==> config.mk <==
export PLATFORM = sky130hd
export DESIGN_NAME = telephony_codec_serial_port
export DESIGN_NICKNAME = d
export VERILOG_FILES = /design/src/codec_port_pkg.sv /design/src/telephony_codec_serial_port.sv
export SDC_FILE = /design/constraint.sdc
export NUM_CORES = 1
export LEC_CHECK = 0
export BUFFER_PORTS_ARGS = -buffer_cell sky130_fd_sc_hd__buf_4
export CAP_MARGIN = 10
export CORE_ASPECT_RATIO = 0.7
export CORE_MARGIN = 10
export CORE_UTILIZATION = 35
export DETAILED_ROUTE_END_ITERATION = 6
export GPL_TIMING_DRIVEN = 0
export PLACE_DENSITY = 0.56
export SETUP_SLACK_MARGIN = 0.5
export SLEW_MARGIN = 20
export SYNTH_ARGS = -nofsm -noshare
export SYNTH_HDL_FRONTEND = slang
export SYNTH_SLANG_ARGS = --single-unit
==> constraint.sdc <==
create_clock -name sys_clk -period 4.7 [get_ports sys_clk]
set_input_delay 0.47 -clock sys_clk [delete_from_list [all_inputs] [get_ports sys_clk]]
set_output_delay 0.47 -clock sys_clk [all_outputs]
set_load 0.01 [all_outputs]
==> src/codec_port_pkg.sv <==
package codec_port_pkg;
  // Register word indices (word index in haddr[6:2])
  localparam logic [4:0] TX_DATA_IDX = 5'h00;
  localparam logic [4:0] RX_DATA_IDX = 5'h01;
  localparam logic [4:0] LEVEL_IDX = 5'h02;
  localparam logic [4:0] CONTROL_IDX = 5'h03;
  localparam logic [4:0] STATUS_IDX = 5'h04;
  localparam logic [4:0] ALERT_CTRL_IDX = 5'h05;
  // Control register fields
  localparam int CTL_POWER = 7;
  localparam int CTL_LOOP = 6;
  localparam int CTL_ENABLE = 5;
  localparam int CTL_SELECT = 4;
  localparam int CTL_RELAY = 3;
  localparam int CTL_RING_IE = 2;
  localparam int CTL_EMPTY_IE = 1;
  localparam int CTL_ERR_IE = 0;
  // Status register fields
  localparam int ST_RING = 2;
  localparam int ST_EMPTY = 1;
  localparam int ST_ERR = 0;
  // Level register fields
  localparam int LV_ALERT = 10;
  localparam int LV_TX_FULL = 9;
  localparam int LV_RING = 8;
  // Reset values
  localparam logic [7:0] CONTROL_RST = 8'h00;
  localparam logic ALERT_CTRL_RST = 1'b1;
  // Serial framing
  localparam int WORD_BITS = 16;
  localparam int FIFO_BYTES = 32;
  localparam int BIT_CLK_KHZ = 864;
  localparam int DATA_RATE_KBPS = 56;
endpackage : codec_port_pkg

==> src/telephony_codec_serial_port.sv <==
// Register access over AHB-Lite and the register offsets were decided locally.
`timescale 1ns/1ps
module telephony_codec_serial_port
  import codec_port_pkg::*;
#(
  parameter int FIFO_WORDS = FIFO_BYTES * 8 / WORD_BITS
) (
  // System
  input wire logic sys_clk,
  input wire logic rst_n,
  // AHB-Lite slave
  input wire logic hsel,
  input wire logic [31:0] haddr,
  input wire logic [1:0] htrans,
  input wire logic hwrite,
  input wire logic [2:0] hsize,
  input wire logic hready,
  input wire logic [31:0] hwdata,
  output logic [31:0] hrdata,
  output logic hreadyout,
  output logic hresp,
  // Codec link
  input wire logic codec_bit_clk,
  input wire logic codec_frame_sync,
  input wire logic codec_serial_in,
  output logic codec_serial_out,
  output logic control_data_select_n,
  // Line interface
  input wire logic ring_in,
  output logic relay_drive_out,
  output logic serial_port_alert_out,
  output logic front_end_irq
);
  localparam int PW = $clog2(FIFO_WORDS);
  localparam logic [PW:0] DEPTH = (PW+1)'(FIFO_WORDS);

  // every codec and line input pin passes two flops
  localparam int N_PINS = 4;
  wire [N_PINS-1:0] pin_raw = {ring_in, codec_serial_in, codec_frame_sync,
    codec_bit_clk};
  wire [N_PINS-1:0] pin_sync;
  for (genvar p = 0; p < N_PINS; p++) begin : g_sync
    logic [1:0] sync_r;
    always_ff @(posedge sys_clk) begin
      if (!rst_n) begin
        sync_r <= 2'h0;
      end else begin
        sync_r <= {sync_r[0], pin_raw[p]};
      end
    end
    assign pin_sync[p] = sync_r[1];
  end
  wire clk_s = pin_sync[0];
  wire fs_s = pin_sync[1];
  wire sdi_s = pin_sync[2];
  wire ring_s = pin_sync[3];

  // Bit clock edges, seen two cycles late; the flop starts low, the idle
  // level of the codec clock, so leaving reset makes no false edge
  logic clk_d_r;
  always_ff @(posedge sys_clk) begin
    if (!rst_n) begin
      clk_d_r <= 1'b0;
    end else begin
      clk_d_r <= clk_s;
    end
  end
  wire bit_rise = clk_s & ~clk_d_r;
  wire bit_fall = ~clk_s & clk_d_r;

  // Bus address phase capture
  logic wr_pend_r, rd_pend_r;
  logic [4:0] idx_r;
  wire take = hsel & hready & htrans[1];
  always_ff @(posedge sys_clk) begin
    if (!rst_n) begin
      wr_pend_r <= 1'b0;
      rd_pend_r <= 1'b0;
      idx_r <= 5'h00;
    end else begin
      wr_pend_r <= take & hwrite;
      rd_pend_r <= take & ~hwrite;
      if (take) idx_r <= haddr[6:2];
    end
  end
  // Zero wait states: every data phase completes in one cycle
  assign hreadyout = 1'b1;
  assign hresp = 1'b0;

  // Control registers
  logic [7:0] ctrl_r;
  logic alert_ctrl_r;
  always_ff @(posedge sys_clk) begin
    if (!rst_n) begin
      ctrl_r <= CONTROL_RST;
      alert_ctrl_r <= ALERT_CTRL_RST;
    end else if (wr_pend_r) begin
      if (idx_r == CONTROL_IDX) ctrl_r <= hwdata[7:0];
      if (idx_r == ALERT_CTRL_IDX) alert_ctrl_r <= hwdata[0];
    end
  end
  wire enable = ctrl_r[CTL_ENABLE];
  wire running = enable & ctrl_r[CTL_POWER];

  logic [WORD_BITS-1:0] tx_mem [FIFO_WORDS];
  logic [WORD_BITS-1:0] rx_mem [FIFO_WORDS];
  logic [PW:0] tx_wp_r, tx_rp_r, rx_wp_r, rx_rp_r;
  wire [PW:0] tx_cnt = tx_wp_r - tx_rp_r;
  wire [PW:0] rx_cnt = rx_wp_r - rx_rp_r;
  wire tx_empty = (tx_cnt == '0);
  wire tx_full = (tx_cnt == DEPTH);
  wire rx_empty = (rx_cnt == '0);
  wire rx_full = (rx_cnt == DEPTH);

  // Serial engine
  logic [WORD_BITS-1:0] tx_sh_r, rx_sh_r;
  logic [4:0] bit_cnt_r;
  logic active_r, tx_pop, rx_push, slot_err;
  wire sdi_bit = ctrl_r[CTL_LOOP] ? codec_serial_out : sdi_s;
  wire slot_start = running & bit_rise & fs_s;
  // one 16-bit word per frame slot
  wire last_rise = active_r & bit_rise & (bit_cnt_r == 5'(WORD_BITS-1));
  // Slot closes on the fall after the last rise, so the last bit
  // still stands when the codec takes it
  wire last_fall = active_r & bit_fall & (bit_cnt_r == 5'(WORD_BITS));

  always_ff @(posedge sys_clk) begin
    if (!rst_n || !running) begin
      active_r <= 1'b0;
    end else if (slot_start) begin
      active_r <= 1'b1;
    end else if (last_fall) begin
      active_r <= 1'b0;
    end
  end

  // Bit position inside the slot, 1 after the frame edge
  always_ff @(posedge sys_clk) begin
    if (!rst_n || !running) begin
      bit_cnt_r <= 5'h00;
    end else if (slot_start) begin
      bit_cnt_r <= 5'h01;
    end else if (active_r && bit_rise) begin
      bit_cnt_r <= bit_cnt_r + 5'h01;
    end
  end

  always_ff @(posedge sys_clk) begin
    if (!rst_n || !running) begin
      tx_sh_r <= '0;
    end else if (slot_start) begin
      tx_sh_r <= tx_empty ? '0 : tx_mem[tx_rp_r[PW-1:0]];
    end else if (active_r && bit_fall && !last_fall) begin
      tx_sh_r <= {tx_sh_r[WORD_BITS-2:0], 1'b0};
    end
  end

  always_ff @(posedge sys_clk) begin
    if (!rst_n || !running) begin
      rx_sh_r <= '0;
    end else if (slot_start || (active_r && bit_rise)) begin
      rx_sh_r <= {rx_sh_r[WORD_BITS-2:0], sdi_bit};
    end
  end

  assign tx_pop = slot_start & ~tx_empty;
  assign slot_err = slot_start & tx_empty;
  assign rx_push = last_rise & ~rx_full;

  always_ff @(posedge sys_clk) begin
    if (!rst_n) codec_serial_out <= 1'b0;
    else codec_serial_out <= enable & active_r & tx_sh_r[WORD_BITS-1];
  end

  // FIFO pointers; disabled FIFOs flush
  wire tx_wr = wr_pend_r & (idx_r == TX_DATA_IDX) & enable & ~tx_full;
  wire rx_rd = rd_pend_r & (idx_r == RX_DATA_IDX) & ~rx_empty;
  // Dropping enable empties both FIFOs, so no stale word
  // leaks into the next session
  wire flush = !rst_n || !enable;
  always_ff @(posedge sys_clk) begin
    if (flush) begin
      tx_wp_r <= '0;
    end else if (tx_wr) begin
      tx_wp_r <= tx_wp_r + 1'b1;
    end
  end

  always_ff @(posedge sys_clk) begin
    if (flush) begin
      tx_rp_r <= '0;
    end else if (tx_pop) begin
      tx_rp_r <= tx_rp_r + 1'b1;
    end
  end

  always_ff @(posedge sys_clk) begin
    if (flush) begin
      rx_wp_r <= '0;
    end else if (rx_push) begin
      rx_wp_r <= rx_wp_r + 1'b1;
    end
  end

  always_ff @(posedge sys_clk) begin
    if (flush) begin
      rx_rp_r <= '0;
    end else if (rx_rd) begin
      rx_rp_r <= rx_rp_r + 1'b1;
    end
  end
  always_ff @(posedge sys_clk) begin
    if (tx_wr) tx_mem[tx_wp_r[PW-1:0]] <= hwdata[WORD_BITS-1:0];
    if (rx_push) rx_mem[rx_wp_r[PW-1:0]] <= {rx_sh_r[WORD_BITS-2:0], sdi_bit};
  end

  // Sticky status, set beats read-clear
  wire [2:0] status_r;
  logic tx_empty_d_r;
  wire st_rd = rd_pend_r & (idx_r == STATUS_IDX);
  wire rx_overflow = last_rise & rx_full;
  // A write into a full transmit FIFO is lost and counts as an error
  wire tx_drop = wr_pend_r & (idx_r == TX_DATA_IDX) & enable & tx_full;
  logic [2:0] ev;
  logic [2:0] irq_en;
  always_comb begin
    ev = 3'h0;
    ev[ST_RING] = ring_s;
    ev[ST_EMPTY] = tx_empty & ~tx_empty_d_r;
    ev[ST_ERR] = slot_err | rx_overflow | tx_drop;
  end
  always_comb begin
    irq_en = 3'h0;
    irq_en[ST_RING] = ctrl_r[CTL_RING_IE];
    irq_en[ST_EMPTY] = ctrl_r[CTL_EMPTY_IE];
    irq_en[ST_ERR] = ctrl_r[CTL_ERR_IE];
  end
  always_ff @(posedge sys_clk) begin
    if (!rst_n || !enable) begin
      tx_empty_d_r <= 1'b1;
    end else begin
      tx_empty_d_r <= tx_empty;
    end
  end
  // one flag per source; a read clears, a new event wins
  for (genvar s = 0; s < 3; s++) begin : g_status
    logic flag_r;
    always_ff @(posedge sys_clk) begin
      if (!rst_n || !enable) begin
        flag_r <= 1'b0;
      end else if (ev[s]) begin
        flag_r <= 1'b1;
      end else if (st_rd) begin
        flag_r <= 1'b0;
      end
    end
    assign status_r[s] = flag_r;
  end

  wire [2:0] irq_src = status_r & irq_en;
  always_ff @(posedge sys_clk) begin
    if (!rst_n) front_end_irq <= 1'b0;
    else front_end_irq <= enable & |irq_src;
  end

  // ring toward serial port, high while alert_ctrl_r is set
  always_ff @(posedge sys_clk) begin
    if (!rst_n) begin
      serial_port_alert_out <= 1'b1;
    end else begin
      serial_port_alert_out <= alert_ctrl_r | ~ring_s;
    end
  end

  always_ff @(posedge sys_clk) begin
    if (!rst_n) begin
      relay_drive_out <= 1'b0;
    end else begin
      relay_drive_out <= ctrl_r[CTL_RELAY];
    end
  end

  always_ff @(posedge sys_clk) begin
    if (!rst_n) begin
      control_data_select_n <= 1'b1;
    end else begin
      control_data_select_n <= ~ctrl_r[CTL_SELECT];
    end
  end

  // read mux, zero when not reading
  logic [31:0] rd_val;
  always_comb begin
    rd_val = 32'h0;
    case (idx_r)
      RX_DATA_IDX: rd_val[WORD_BITS-1:0] = rx_empty ? '0 :
                                           rx_mem[rx_rp_r[PW-1:0]];
      LEVEL_IDX: begin
        rd_val[LV_ALERT] = serial_port_alert_out;
        rd_val[LV_TX_FULL] = tx_full;
        rd_val[LV_RING] = ring_s;
        rd_val[7:4] = 4'(tx_cnt);
        rd_val[3:0] = 4'(rx_cnt);
      end
      CONTROL_IDX: rd_val[7:0] = ctrl_r;
      STATUS_IDX: rd_val[2:0] = status_r;
      ALERT_CTRL_IDX: rd_val[0] = alert_ctrl_r;
      default: rd_val = 32'h0;
    endcase
  end
  assign hrdata = rd_pend_r ? rd_val : 32'h0;
endmodule : telephony_codec_serial_port

==> summary by stage, run 1 <==
Floorplan
The standard cell core area is 0.0684 mm². The number of I/O pins is 117. The effective utilization at floorplan is about 35%. The vertical extent of the die is 240 µm. The floorplan has 80 rows. In this run the horizontal extent of the chip is 335 µm.

The overall die area is 0.0804 mm².

Worst setup path
The cell at the slowest stage of the critical path is a222oi_1. Data arrives at the worst endpoint at 3.57 ns. The worst-case register-to-register setup slack is 0.87 ns.

The cell seen most often among critical-path stages is buf_2. The startpoint of the worst-slack reg-to-reg timing path is rx_wp_r[0]. On the critical path the largest part of the delay comes from buffers and inverters. Data on the critical path is required at its endpoint by 4.23 ns.

In this run the critical register-to-register path is captured at rx_mem[5][7]. The critical path class is register to output pin. The critical path contains buffers and inverters numbering 4 combined. The worst reg-to-reg path cell count is 11. The kind of start point of the critical path is a register. Traced cell by cell, the critical path runs through buf_2 > buf_2 > buf_2 > mux4_2 > a211oi_1 > a21oi_1 > a222oi_1 > nor2_2 > buf_4.

The endpoint type of the worst setup path is an output pin. In this run the worst path has a maximum fanout of 10. The largest single stage delay on the critical path is 0.41 ns.

Routing
The via count of the routed design is 12,663. The final layout contains routed wiring with a total length of 59,300 µm. The pre-antenna-repair detailed-routing pass consisted of 5 iterations. Dividing the detail-routed via count by the number of cells gives 5.18.

After detailed routing, the number of remaining DRC violations is 0. The wire length per cell after detailed routing is 24.3 µm. The number of design-rule violations left by the first detailed-router iteration is approximately 1,300.

The remaining number of nets flagged by the antenna check after routing is 0.

Timing
For the final routed database, the setup TNS stands at 0 ns. The worst clock skew is about 0.021 ns. Setup violations remaining at the end of the flow were counted as 0.

The tightest slew margin relative to the limit is 25.3%. Setup repair after global routing could not meet its margin everywhere. For the pin with the worst max-slew slack, the measured transition is 1.12 ns. The tightest hold path in the finished design has a slack of 0.0662 ns. After layout, the minimum clock period comes to 4.04 ns. The share of the cycle needed by the critical path after routing is 85.9%.

The final number of hold-violating endpoints was 0. Based on the critical path, the design can be clocked at up to 248 MHz. The max-slew violation count is 0.

Pwr
The worst supply voltage drop on vdd is between 0.2 and 0.25 mV. The sequential share of power is 54.0%. The areal power density over the cells is 382 mW/mm².

Net switching is 19.4% of the power. The clock network accounts for 45.1% of the total power. The share of total power dissipated in combinational logic is less than 1%.

For this design the static power due to leakage is about 0.0084 µW. The internal power of the cells totals 8700 µW. The design draws 10,800 µW. The net switching power is 2100 µW.

Clock network
Buffers inserted during clock tree synthesis total 61. The insertion delay of the later-clocked pin in the worst-skew pair is 0.63 ns. The number of buffers on the longest clock path is 3. The H-tree depth is 2. The clock transition at the registers of the reported paths is 0.06 ns.

The tree built by TritonCTS fans out to 611 sinks. The root buffer cell is clkbuf_16. The TritonCTS clock tree is done.

Min path
The instance count along the most critical hold path is 2. In this run the most critical hold path is launched from codec_bit_clk. The worst hold endpoint is g_sync[0].sync_r[0]. The worst min-delay path category is input port to register.

Flow run
The tool flagged a number of max-cap violations equal to 0.

Synthesis
The synthesized netlist contains 59 unique library cells. The number of warnings issued by yosys is 0. The most used flip-flop cell after synthesis is edfxtp_1.

The number of register bits inferred by synthesis is 611. Summing the sequential cell areas from Yosys gives 71.6% of the chip area. Counting flops with a built-in enable in the synthesized netlist gives 512. Each instance of the synthesized netlist takes up on average 18.1 µm².

For this run, asynchronously set or reset flops after synthesis account for 0%. Summing every instance area after synthesis gives 0.0243 mm². The instance count of the mapped netlist is between 1,000 and 1,500.

Global route
The via count of the first global-routing pass came to between 10,000 and 15,000. The first-pass GRT wire length is between 80,000 and 90,000 µm. The maximum number of pins on one net before global-route repair is 19.

The number of antenna violations at the first check in global routing came to 1. Global routing used 14.7% of the available tracks. The total overflow reported by the global router is 0.

Placement
The global placer's final weighted congestion is between 0.8 and 0.9. The HPWL after detailed placement is 39,300 µm. In this run, placement finished with an instance count of 2,325. The port buffer count is 51.

Finish
The area growth from synthesis to layout is 16.6%. Of the cells placed in the final design, the portion with a size suffix greater than 1 is about 28%. The number of antenna diodes in the final layout is 0. The finished layout holds 2,445 standard cells, fillers aside. Fill cells in the final layout number 6,042. At the end of the flow, the number of nets in the layout was 1,594.

The post-layout utilization of the core is 41.4%.

Run status
The flow ran to the end, and the final reports show no timing, DRC or antenna violations.
-- cells in the mapped netlist, types with 19 or more instances --
master	instances	area (µm²)
dfxtp_1	99	1980
nor2_1	54	203
mux2i_1	20	200
and3_1	22	138
a21oi_1	49	245
mux4_2	149	3360
nor2b_1	31	194
edfxtp_1	512	15400
clkbuf_1	41	154
ha_1	21	263
buf_4	20	150
o21ai_0	37	185
nand2_1	69	259
inv_1	20	75.1
buf_2	19	95.1
-- timing repair --
action,in CTS,in global routing
setup endpoints to repair,6,7
hold endpoints to repair,1,0
resized for setup,9,8
pin swaps,1,5
setup buffers,1,5
hold buffers,1,0
-- worst reg2reg max path, stage by stage, from the launching register on --
cell and delay [ns]:
dfxtp_2 0.38, inv_1 0.11, ha_1 0.23, fa_1 0.43, xnor2_2 0.26, nor3_1 0.10
mux2i_2 0.20, buf_4 0.18, o21ba_2 0.12, buf_2 0.18, clkbuf_1 0.27, and3_1 0.96
-- metrics by stage --
stage,setup slack (ns),instance area (µm²)
after global placement,-1.04,25800
final,0.662,28300
after floorplan,1.16,24300
after global routing,0.483,28300
after detailed placement,0.598,26200
after CTS,0.525,28200
-- how the worst max path moves through the flow --
stage,startpoint,to,slack (ns),cells after the start
finish,register,hrdata[5],0.66,9
floorplan,rx_wp_r[0],rx_mem[3][0],1.16,8
global placement,rx_wp_r[0],rx_mem[3][12],-1.04,8
CTS,rx_wp_r[0],hrdata[5],0.53,11
global route,register,hrdata[5],0.48,9
detailed placement,register,hrdata[5],0.60,8
-- layer usage --
layer  vias up  global-route usage, %  wire length, µm
met5         -                      0               13
met2       479                   20.8            24700
met3        76                   3.52             5050
met4         2                   3.83             1080
met1      6529                   22.3            28400
li1       5577                      -                -
-- logic make-up after synthesis --
kind of cell / share of synthesized area [%]
XOR/XNOR: 0.789
multiplexers: 14.7
buffers and inverters: 2.22
AND/OR/NAND/NOR: 5.56
other: 0.0310
adder cells (fa/ha/maj): 1.25
AO/OA/AOI/OAI: 3.88
flip-flops: 71.6
-- state kept, by name, summed over array words and instances, names as in the netlist, 3 cells and up, named ones only --
name / flops
g_sync.sync_r: 8
rx_mem: 256
tx_mem: 256
rx_wp_r: 5
tx_wp_r: 5
rx_sh_r: 15
rx_rp_r: 5
bit_cnt_r: 5
idx_r: 5
g_status.flag_r: 3
tx_sh_r: 16
tx_rp_r: 5
ctrl_r: 8
-- final cells by class --
| class | count | area [µm²] | share of cell area (%) |
|---|---|---|---|
| Tap cell | 902 | 1130 | 3.99 |
| Sequential cell | 611 | 17400 | 61.4 |
| Timing Repair Buffer | 77 | 654 | 2.31 |
| Multi-Input combinational cell | 635 | 6580 | 23.3 |
| Clock inverter | 35 | 364 | 1.29 |
| Buffer | 87 | 478 | 1.69 |
| Inverter | 20 | 75.1 | 0.265 |
| Clock buffer | 78 | 1640 | 5.80 |
-- layout by cell type, fill, tap and decap left out, types with 6 or more instances in the layout --
cell type,count
edfxtp_1,512
mux4_2,149
dfxtp_1,98
buf_4,89
nand2_1,69
clkbuf_16,61
clkbuf_1,51
a21oi_1,48
nor2_1,39
o21ai_0,37
nor2b_1,29
ha_1,21
inv_1,20
mux2i_1,19
buf_2,18
nand3_1,18
conb_1,18
and2_1,14
clkinv_2,13
a211oi_1,12
and3_2,12
xor2_1,11
a21oi_2,11
and3_1,10
nand2_4,10
clkinv_1,9
xnor2_1,8
nor2_2,8
a21boi_0,8
a222oi_1,7
nor2_4,7
bufinv_16,7
nand2b_1,6
-- power by group through the flow --
stage	registers [µW]	clock network, µW	logic, µW
3_5_place_dp	5950	0	94.3
4_1_cts	5830	4990	95.1
6_report	5830	4880	96.2
5_1_grt	5830	5190	106
3_3_place_gp	5950	0	89.5
2_1_floorplan	5950	0	35.6
Power figures use the tool's default switching activity.
==> run 2: changes to the inputs <==
==> constraint.sdc (replaced) <==
create_clock -name sys_clk -period 4.89 [get_ports sys_clk]
set_input_delay 0.489 -clock sys_clk [delete_from_list [all_inputs] [get_ports sys_clk]]
set_output_delay 0.489 -clock sys_clk [all_outputs]
set_load 0.01 [all_outputs]
==> run 2 against run 1 <==
  * Final cell count shrank 0.25%
  * Clock power shrank 4%
  * Core utilization shrank 0.081 points
  * Register-to-register slack gained 0.09 ns
  * Wire length shrank 0.20%
  * Critical path depth is the same
  * Sequential share of layout area grew 0.12 points
  * Non-clock buffer count shrank 6
  * Die area is the same
  * Global-route usage is essentially flat
  * Via count is essentially flat
  * Hold slack lost 0.018 ns
  * Critical endpoint is now hrdata[3]
  * Highest routed layer unchanged
==> summary by stage, run 2 (same netlist as run 1, synthesis figures left out) <==
Timing
The final critical-path required period is around 4.2 ns. The share of the cycle needed by the critical path after routing is 86.4%. The slew of the pin with the lowest slew margin is 1.10 ns (-0.0194 ns). The tightest slew margin relative to the limit came to 26.6% (+1.3 points).

Setup repair after global routing left no endpoint under its margin. The max-slew violation count is 0 (unchanged). The final number of hold-violating endpoints was 0 (unchanged). The worst clock skew came to 0.0213 ns (+0.000465 ns). The worst-case hold slack is 0.0482 ns (-0.0181 ns). The upper clock frequency limit is 237 MHz. The final setup violation count was 0 (unchanged).

Floorplan
The number of standard-cell rows in the floorplan is 80 (unchanged). The number of I/O pins came to 117 (unchanged). The effective utilization at floorplan was 35.5% (unchanged). The standard cell core area is 0.0684 mm² (unchanged).

The vertical extent of the die is 240 µm (unchanged). The die boundary width is 335 µm (unchanged). The overall die area is 0.0804 mm² (unchanged).

Finish
The number of standard cells in the layout, taps in and fillers out is 2,439 (-0.25%). The share of post-route cells with drive strength above 1 is 27.8% (-0.41 points). The count of nets after finishing is 1,588 (-0.38%). The design area was 0.0282 mm² (-0.19%). The total of fill cells in the finished design came to 6,048 (+0.099%). In the layout the commonest cells are edfxtp_1, mux4_2, dfxtp_1. The number of diodes was 0 (unchanged). The library cell used most frequently in the layout, excluding fill and tap cells, is edfxtp_1. The area growth from synthesis to layout is 16.3%.

Clock network
The clock sink count is 611 (unchanged). The root buffer cell is clkbuf_16. The number of clock buffers inserted by TritonCTS was 61 (unchanged). The TritonCTS clock tree is done. The clock transition at the registers of the reported paths was 0.06 ns (about the same). The H-tree depth is 2 (unchanged).

The hold-fix buffer count after cts came to 0 (-1). The number of buffers on the longest clock path came to 3 (unchanged). The insertion delay of the later-clocked pin in the worst-skew pair came to 0.63 ns (about the same).

Pwr
The areal power density over the cells is 368 mW/mm² (-3.7%). The cell leakage power is 0.00839 µW (-0.45%). The worst supply voltage drop on vdd is 0.231 mV (-3.7%).

Min path
The path class of the tightest hold or removal check is input port to register. The instance count along the most critical hold path came to 2 (unchanged). For hold timing, the worst endpoint is rd_pend_r. The worst hold path startpoint is hwrite.

Run status
The run finished with clean final reports.

Placement
The port buffer count was 51 (unchanged). The post-placement cell count is 2,325 (unchanged). The area after detailed placement is 0.0262 mm² (unchanged).

The HPWL after detailed placement is 39,300 µm (unchanged). The global placer's final weighted congestion is 0.809 (unchanged).

Global route
The via count of the first global-routing pass is 12,710 (-0.055%). The maximum number of pins on one net before global-route repair was 19 (unchanged). The first-pass GRT wire length came to 86,900 µm (about the same). The total global routing track utilization was 14.7% (about the same). The total overflow reported by the global router is 0 (unchanged).

The number of antenna violations at the first check in global routing was 1 (unchanged).

Worst setup path
The worst-path maximum fanout came to 10 (unchanged). STA classifies the critical path startpoint as a register. STA classifies the critical path endpoint as an output pin.

The startpoint of the worst-slack reg-to-reg timing path is rx_wp_r[0]. The endpoint identified for the worst register-to-register timing path is rx_mem[5][0]. The worst endpoint required time is 4.40 ns (+0.17 ns).

By startpoint and endpoint, the worst setup path is classified as register to output pin. The worst-case register-to-register setup slack came to 0.96 ns (+0.09 ns). The worst reg-to-reg path cell count is 11 (unchanged). The data arrival time at the worst-slack endpoint is 3.74 ns (+0.17 ns).

Routing
The sum of routed wire length over all layers is 59,200 µm (-0.20%). The detailed-route vias per instance is 5.19 (+0.17%). The wire length per cell after detailed routing came to 24.3 µm (about the same). The number of search-and-repair iterations in the first detailed-routing pass was 5 (unchanged). The remaining number of nets flagged by the antenna check after routing came to 0 (unchanged). The detailed-route DRC error count is 0 (unchanged). The via count of the routed design is 12,653 (-0.079%). The number of design-rule violations left by the first detailed-router iteration is 1,310 (-0.61%).

Flow run
The count of max-cap constraint violations is 0 (unchanged).
run 2: area by class of cell:
class                      instances  area (µm²)  share of cell area [%]
timing repair buffer              71         607                    2.15
clock buffer                      78        1640                    5.81
multi-input combinational        635        6570                    23.3
inverter                          20        75.1                   0.266
clock inverter                    35         364                    1.29
buffer                            87         477                    1.69
sequential                       611       17400                    61.5
tap                              902        1130                    4.00
run 2: what timing repair did:
action / CTS / global route
endpoints found under the setup margin: 4 / 5
pin swaps: 0 / 2
gates resized for setup: 7 / 8
setup buffers: 0 / 1
run 2: power by group:
part | switching, µW | internal (µW)
Clock | 1960 | 2730
Combinational | 58.0 | 34.1
Sequential | 3.25 | 5600
run 2: worst max-delay path by stage:
stage / startpoint / to / slack, ns / cells past startpoint
after floorplan: rx_wp_r[0] / rx_mem[3][0] / 1.35 / 8
after global placement: rx_wp_r[0] / rx_mem[3][12] / -0.85 / 8
after detailed placement: register / hrdata[5] / 0.77 / 8
after CTS: rx_wp_r[0] / hrdata[5] / 0.56 / 11
after global routing: rx_wp_r[0] / hrdata[5] / 0.52 / 11
final: register / hrdata[3] / 0.67 / 9
run 2: worst max-delay path, cell delays in order (launching register included):
cell and delay (ns):
dfxtp_1 0.30, buf_2 0.23, buf_2 0.34, buf_1 0.64, mux4_2 0.33, mux2i_1 0.07, a21oi_1 0.42, a222oi_1 0.18
nor2_2 0.38, buf_4 0.21
run 2: per-layer routing:
layer	track usage, %	vias to the layer above	routed length, µm
met5	0	-	13
met4	3.83	2	1040
met3	3.57	74	4950
met2	20.7	480	24700
met1	22.2	6534	28400
li1	-	5563	-
run 2: stage by stage:
stage / setup TNS, ns / total power (µW) / utilization, % / setup slack, ns
floorplan: 0 / 5750 / - / 1.35
global placement: -21.14 / 5800 / 37.8 / -0.853
detailed placement: 0 / 5810 / 38.3 / 0.769
CTS: 0 / 10500 / 41.2 / 0.564
global route: 0 / 10700 / 41.3 / 0.520
finish: 0 / 10400 / 41.3 / 0.665
==> run 3: changes to the inputs <==
--- a/config.mk
+++ b/config.mk
@@ -6,13 +6,12 @@
 export NUM_CORES = 1
 export LEC_CHECK = 0
 export BUFFER_PORTS_ARGS = -buffer_cell sky130_fd_sc_hd__buf_4
-export CAP_MARGIN = 10
 export CORE_ASPECT_RATIO = 0.7
 export CORE_MARGIN = 10
 export CORE_UTILIZATION = 35
 export DETAILED_ROUTE_END_ITERATION = 6
 export GPL_TIMING_DRIVEN = 0
-export PLACE_DENSITY = 0.56
+export PLACE_DENSITY = 0.58
 export SETUP_SLACK_MARGIN = 0.5
 export SLEW_MARGIN = 20
 export SYNTH_ARGS = -nofsm -noshare
==> run 3 against run 2 <==
  * Count of clock-buffer cells in the layout shrank 1
  * Power shrank 0.23%
  * Maximum frequency grew 0.98%
  * Via count grew 2.5%
  * Clock power is essentially flat
  * Critical path type unchanged
==> summary by stage, run 3 (same netlist as run 1, synthesis figures left out) <==
Floorplan
The effective utilization at floorplan came to 35.5% (unchanged). The standard cell core area is 0.0684 mm² (unchanged). The die boundary width is 335 µm (unchanged). The number of standard-cell rows in the floorplan is 80 (unchanged). The number of I/O pins is 117 (unchanged). The vertical extent of the die is 240 µm (unchanged).

The overall die area came to 0.0804 mm² (unchanged).

Worst setup path
The peak per-stage delay on the critical path came to 0.83 ns (+0.19 ns). The worst endpoint required time is 4.40 ns (about the same). The data arrival time at the worst-slack endpoint is 3.69 ns (-0.05 ns).

The cell at the slowest stage of the critical path is a2111oi_4. The critical path goes through inv_1 > ha_1 > inv_1 > fa_1 > or3_1 > a2111oi_4 > a22oi_1 > nor2b_1 > buf_4. The critical path is of the register to output pin type.

The worst reg2reg path endpoint is rx_mem[5][6]. The count of buffering cells on the critical path with inverters included is 3 (-1). The endpoint type of the worst setup path is an output pin. STA classifies the critical path startpoint as a register.

The top cell family by delay on the critical path is compound AO/OA/AOI/OAI gates. The worst-path maximum fanout is 7 (-3). The worst-case register-to-register setup slack is 0.94 ns (-0.02 ns). By instance count, the cell type seen most on the critical path is inv_1. The worst reg-to-reg path cell count is 10 (-1). The startpoint identified for the worst register-to-register timing path is rx_wp_r[0].

Pwr
The cell leakage power is 0.00844 µW (+0.60%). The worst supply voltage drop on vdd came to 0.297 mV (+28%). The areal power density over the cells is 366 mW/mm² (-0.51%).

Min path
The instance count along the most critical hold path is 2 (unchanged). The startpoint identified for the worst hold timing path is codec_serial_in. The worst hold endpoint is g_sync[2].sync_r[0]. In this run the worst hold path is classified as input port to register.

Global route
The number of antenna violations at the first check in global routing is 1 (unchanged). The maximum number of pins on one net before global-route repair is 19 (unchanged). The total global routing track utilization was 14.8% (+0.085 points). The via count of the first global-routing pass was 12,899 (+1.5%). The first-pass GRT wire length is 87,900 µm (+1.2%). The total overflow reported by the global router came to 0 (unchanged).

Timing
The final number of hold-violating endpoints is 0 (unchanged). Setup repair after global routing left no endpoint under its margin. The least setup slack across all paths after layout is 0.706 ns (+0.0409 ns). The share of the cycle needed by the critical path after routing is 85.6% (-0.84 points).

The slew of the pin with the lowest slew margin was 1.08 ns (-0.0177 ns). The sum of negative setup slack is 0 ns (unchanged). The tightest slew margin relative to the limit is 27.8% (+1.2 points). The worst clock skew is 0.0278 ns (+0.00654 ns). The final critical-path required period was 4.18 ns (-0.0409 ns). The upper clock frequency limit was 239 MHz (+0.98%). The max-slew violation count is 0 (unchanged).

The final setup violation count is 0 (unchanged).

Placement
The HPWL after detailed placement is 40,200 µm (+2.2%). The worst setup slack before clock tree synthesis is 0.751 ns (-0.0178 ns). The port buffer count came to 51 (unchanged).

The global placer's final weighted congestion is 0.817 (+1.0%). The area after detailed placement is 0.0263 mm² (+0.34%).

Flow run
The count of max-cap constraint violations is 0 (unchanged).

Clock network
TritonCTS built the clock tree. The clock transition at the registers of the reported paths is 0.06 ns (about the same). The H-tree depth came to 2 (unchanged). The clock sink count is 611 (unchanged). The number of buffers on the longest clock path is 3 (unchanged). The tree is rooted in a clkbuf_16. The insertion delay of the later-clocked pin in the worst-skew pair came to 0.64 ns (about the same). The number of clock buffers inserted by TritonCTS is 61 (unchanged).

Finish
The total of fill cells in the finished design came to 6,056 (+0.13%). The post-layout utilization of the core is 41.4% (+0.12 points). The count of nets after finishing was 1,597 (+0.57%). The share of post-route cells with drive strength above 1 came to 27.7% (-0.11 points). The design area is 0.0283 mm² (+0.28%). From synthesis to final layout, the design area changed by 16.7%.

In the layout the commonest cells are edfxtp_1, mux4_2, dfxtp_1. The commonest non-fill, non-tap cell in the layout is edfxtp_1.

Routing
The number of search-and-repair iterations in the first detailed-routing pass is 5 (unchanged). The remaining number of nets flagged by the antenna check after routing is 0 (unchanged). The via count of the routed design is 12,970 (+2.5%). The detailed-route DRC error count is 0 (unchanged). The sum of routed wire length over all layers is 59,600 µm (+0.71%). The detailed-route vias per instance is 5.29 (+2.0%).

The number of design-rule violations left by the first detailed-router iteration is 1,385 (+5.7%). The wire length per cell after detailed routing is 24.3 µm (+0.22%).

Run status
The run finished with clean final reports.
-- run 3: worst register-to-register path: cells and delay by family, from the launching register on --
family          cells  cell delay, ns
buf+inv             3            0.59
xor+xnor            1            0.29
compound gates      2            0.47
fa+ha+maj           2            0.66
simple gates        2            1.09
flops               1            0.42
-- run 3: routing by layer --
layer  track usage, %  up-vias  share of wire (%)
li1                 -     5590                  -
met2             20.5      541                 42
met3             2.86       85                8.3
met1             23.0     6752                 48
met5                0        -              0.015
met4             4.08        2                1.9
-- run 3: through the flow --
step / instances / hold slack, ns / total power, µW
final: 2451 / 0.0841 / 10400
after global routing: 2449 / 0.0695 / 10700
after CTS: 2449 / 0.0472 / 10500
after detailed placement: 2333 / 0.421 / 5810
after global placement: 2306 / 0.416 / 5810
after floorplan: 1353 / 0.371 / 5750
-- run 3: timing repair --
action                                  4_1_cts  5_1_grt
cloned                                        0        0
hold endpoints to repair                      1        0
buffers inserted                              1        0
pin swaps                                     1        4
hold buffers                                  1        0
resized for setup                             7        3
endpoints found under the setup margin        5        6
-- run 3: worst max-delay path by stage --
stage | start | endpoint | depth (start not counted)
after global placement | rx_wp_r[0] | rx_mem[3][12] | 8
after CTS | rx_wp_r[0] | hrdata[6] | 11
after detailed placement | rx_wp_r[0] | rx_mem[13][12] | 10
after floorplan | rx_wp_r[0] | rx_mem[3][0] | 8
after global routing | rx_wp_r[0] | hrdata[7] | 10
final | tx_wp_r[0] | hrdata[9] | 9
-- run 3: where the power goes --
part / total, µW / leakage (µW) / internal [µW] / switching, µW
clock network: 4660 / 0.000986 / 2710 / 1960
logic: 96.1 / 0.00247 / 34.7 / 61.5
registers: 5610 / 0.00499 / 5600 / 3.34
total: 10400 / 0.00844 / 8340 / 2020
-- run 3: layout make-up --
type | count | area, µm² | area share, %
Inverter | 20 | 75.1 | 0.265
Buffer | 87 | 474 | 1.68
Clock inverter | 37 | 380 | 1.34
Timing Repair Buffer | 80 | 718 | 2.54
Sequential cell | 611 | 17400 | 61.3
Multi-Input combinational cell | 635 | 6550 | 23.1
Clock buffer | 77 | 1610 | 5.70
Antenna cell | 2 | 5.00 | 0.0177
Tap cell | 902 | 1130 | 3.99
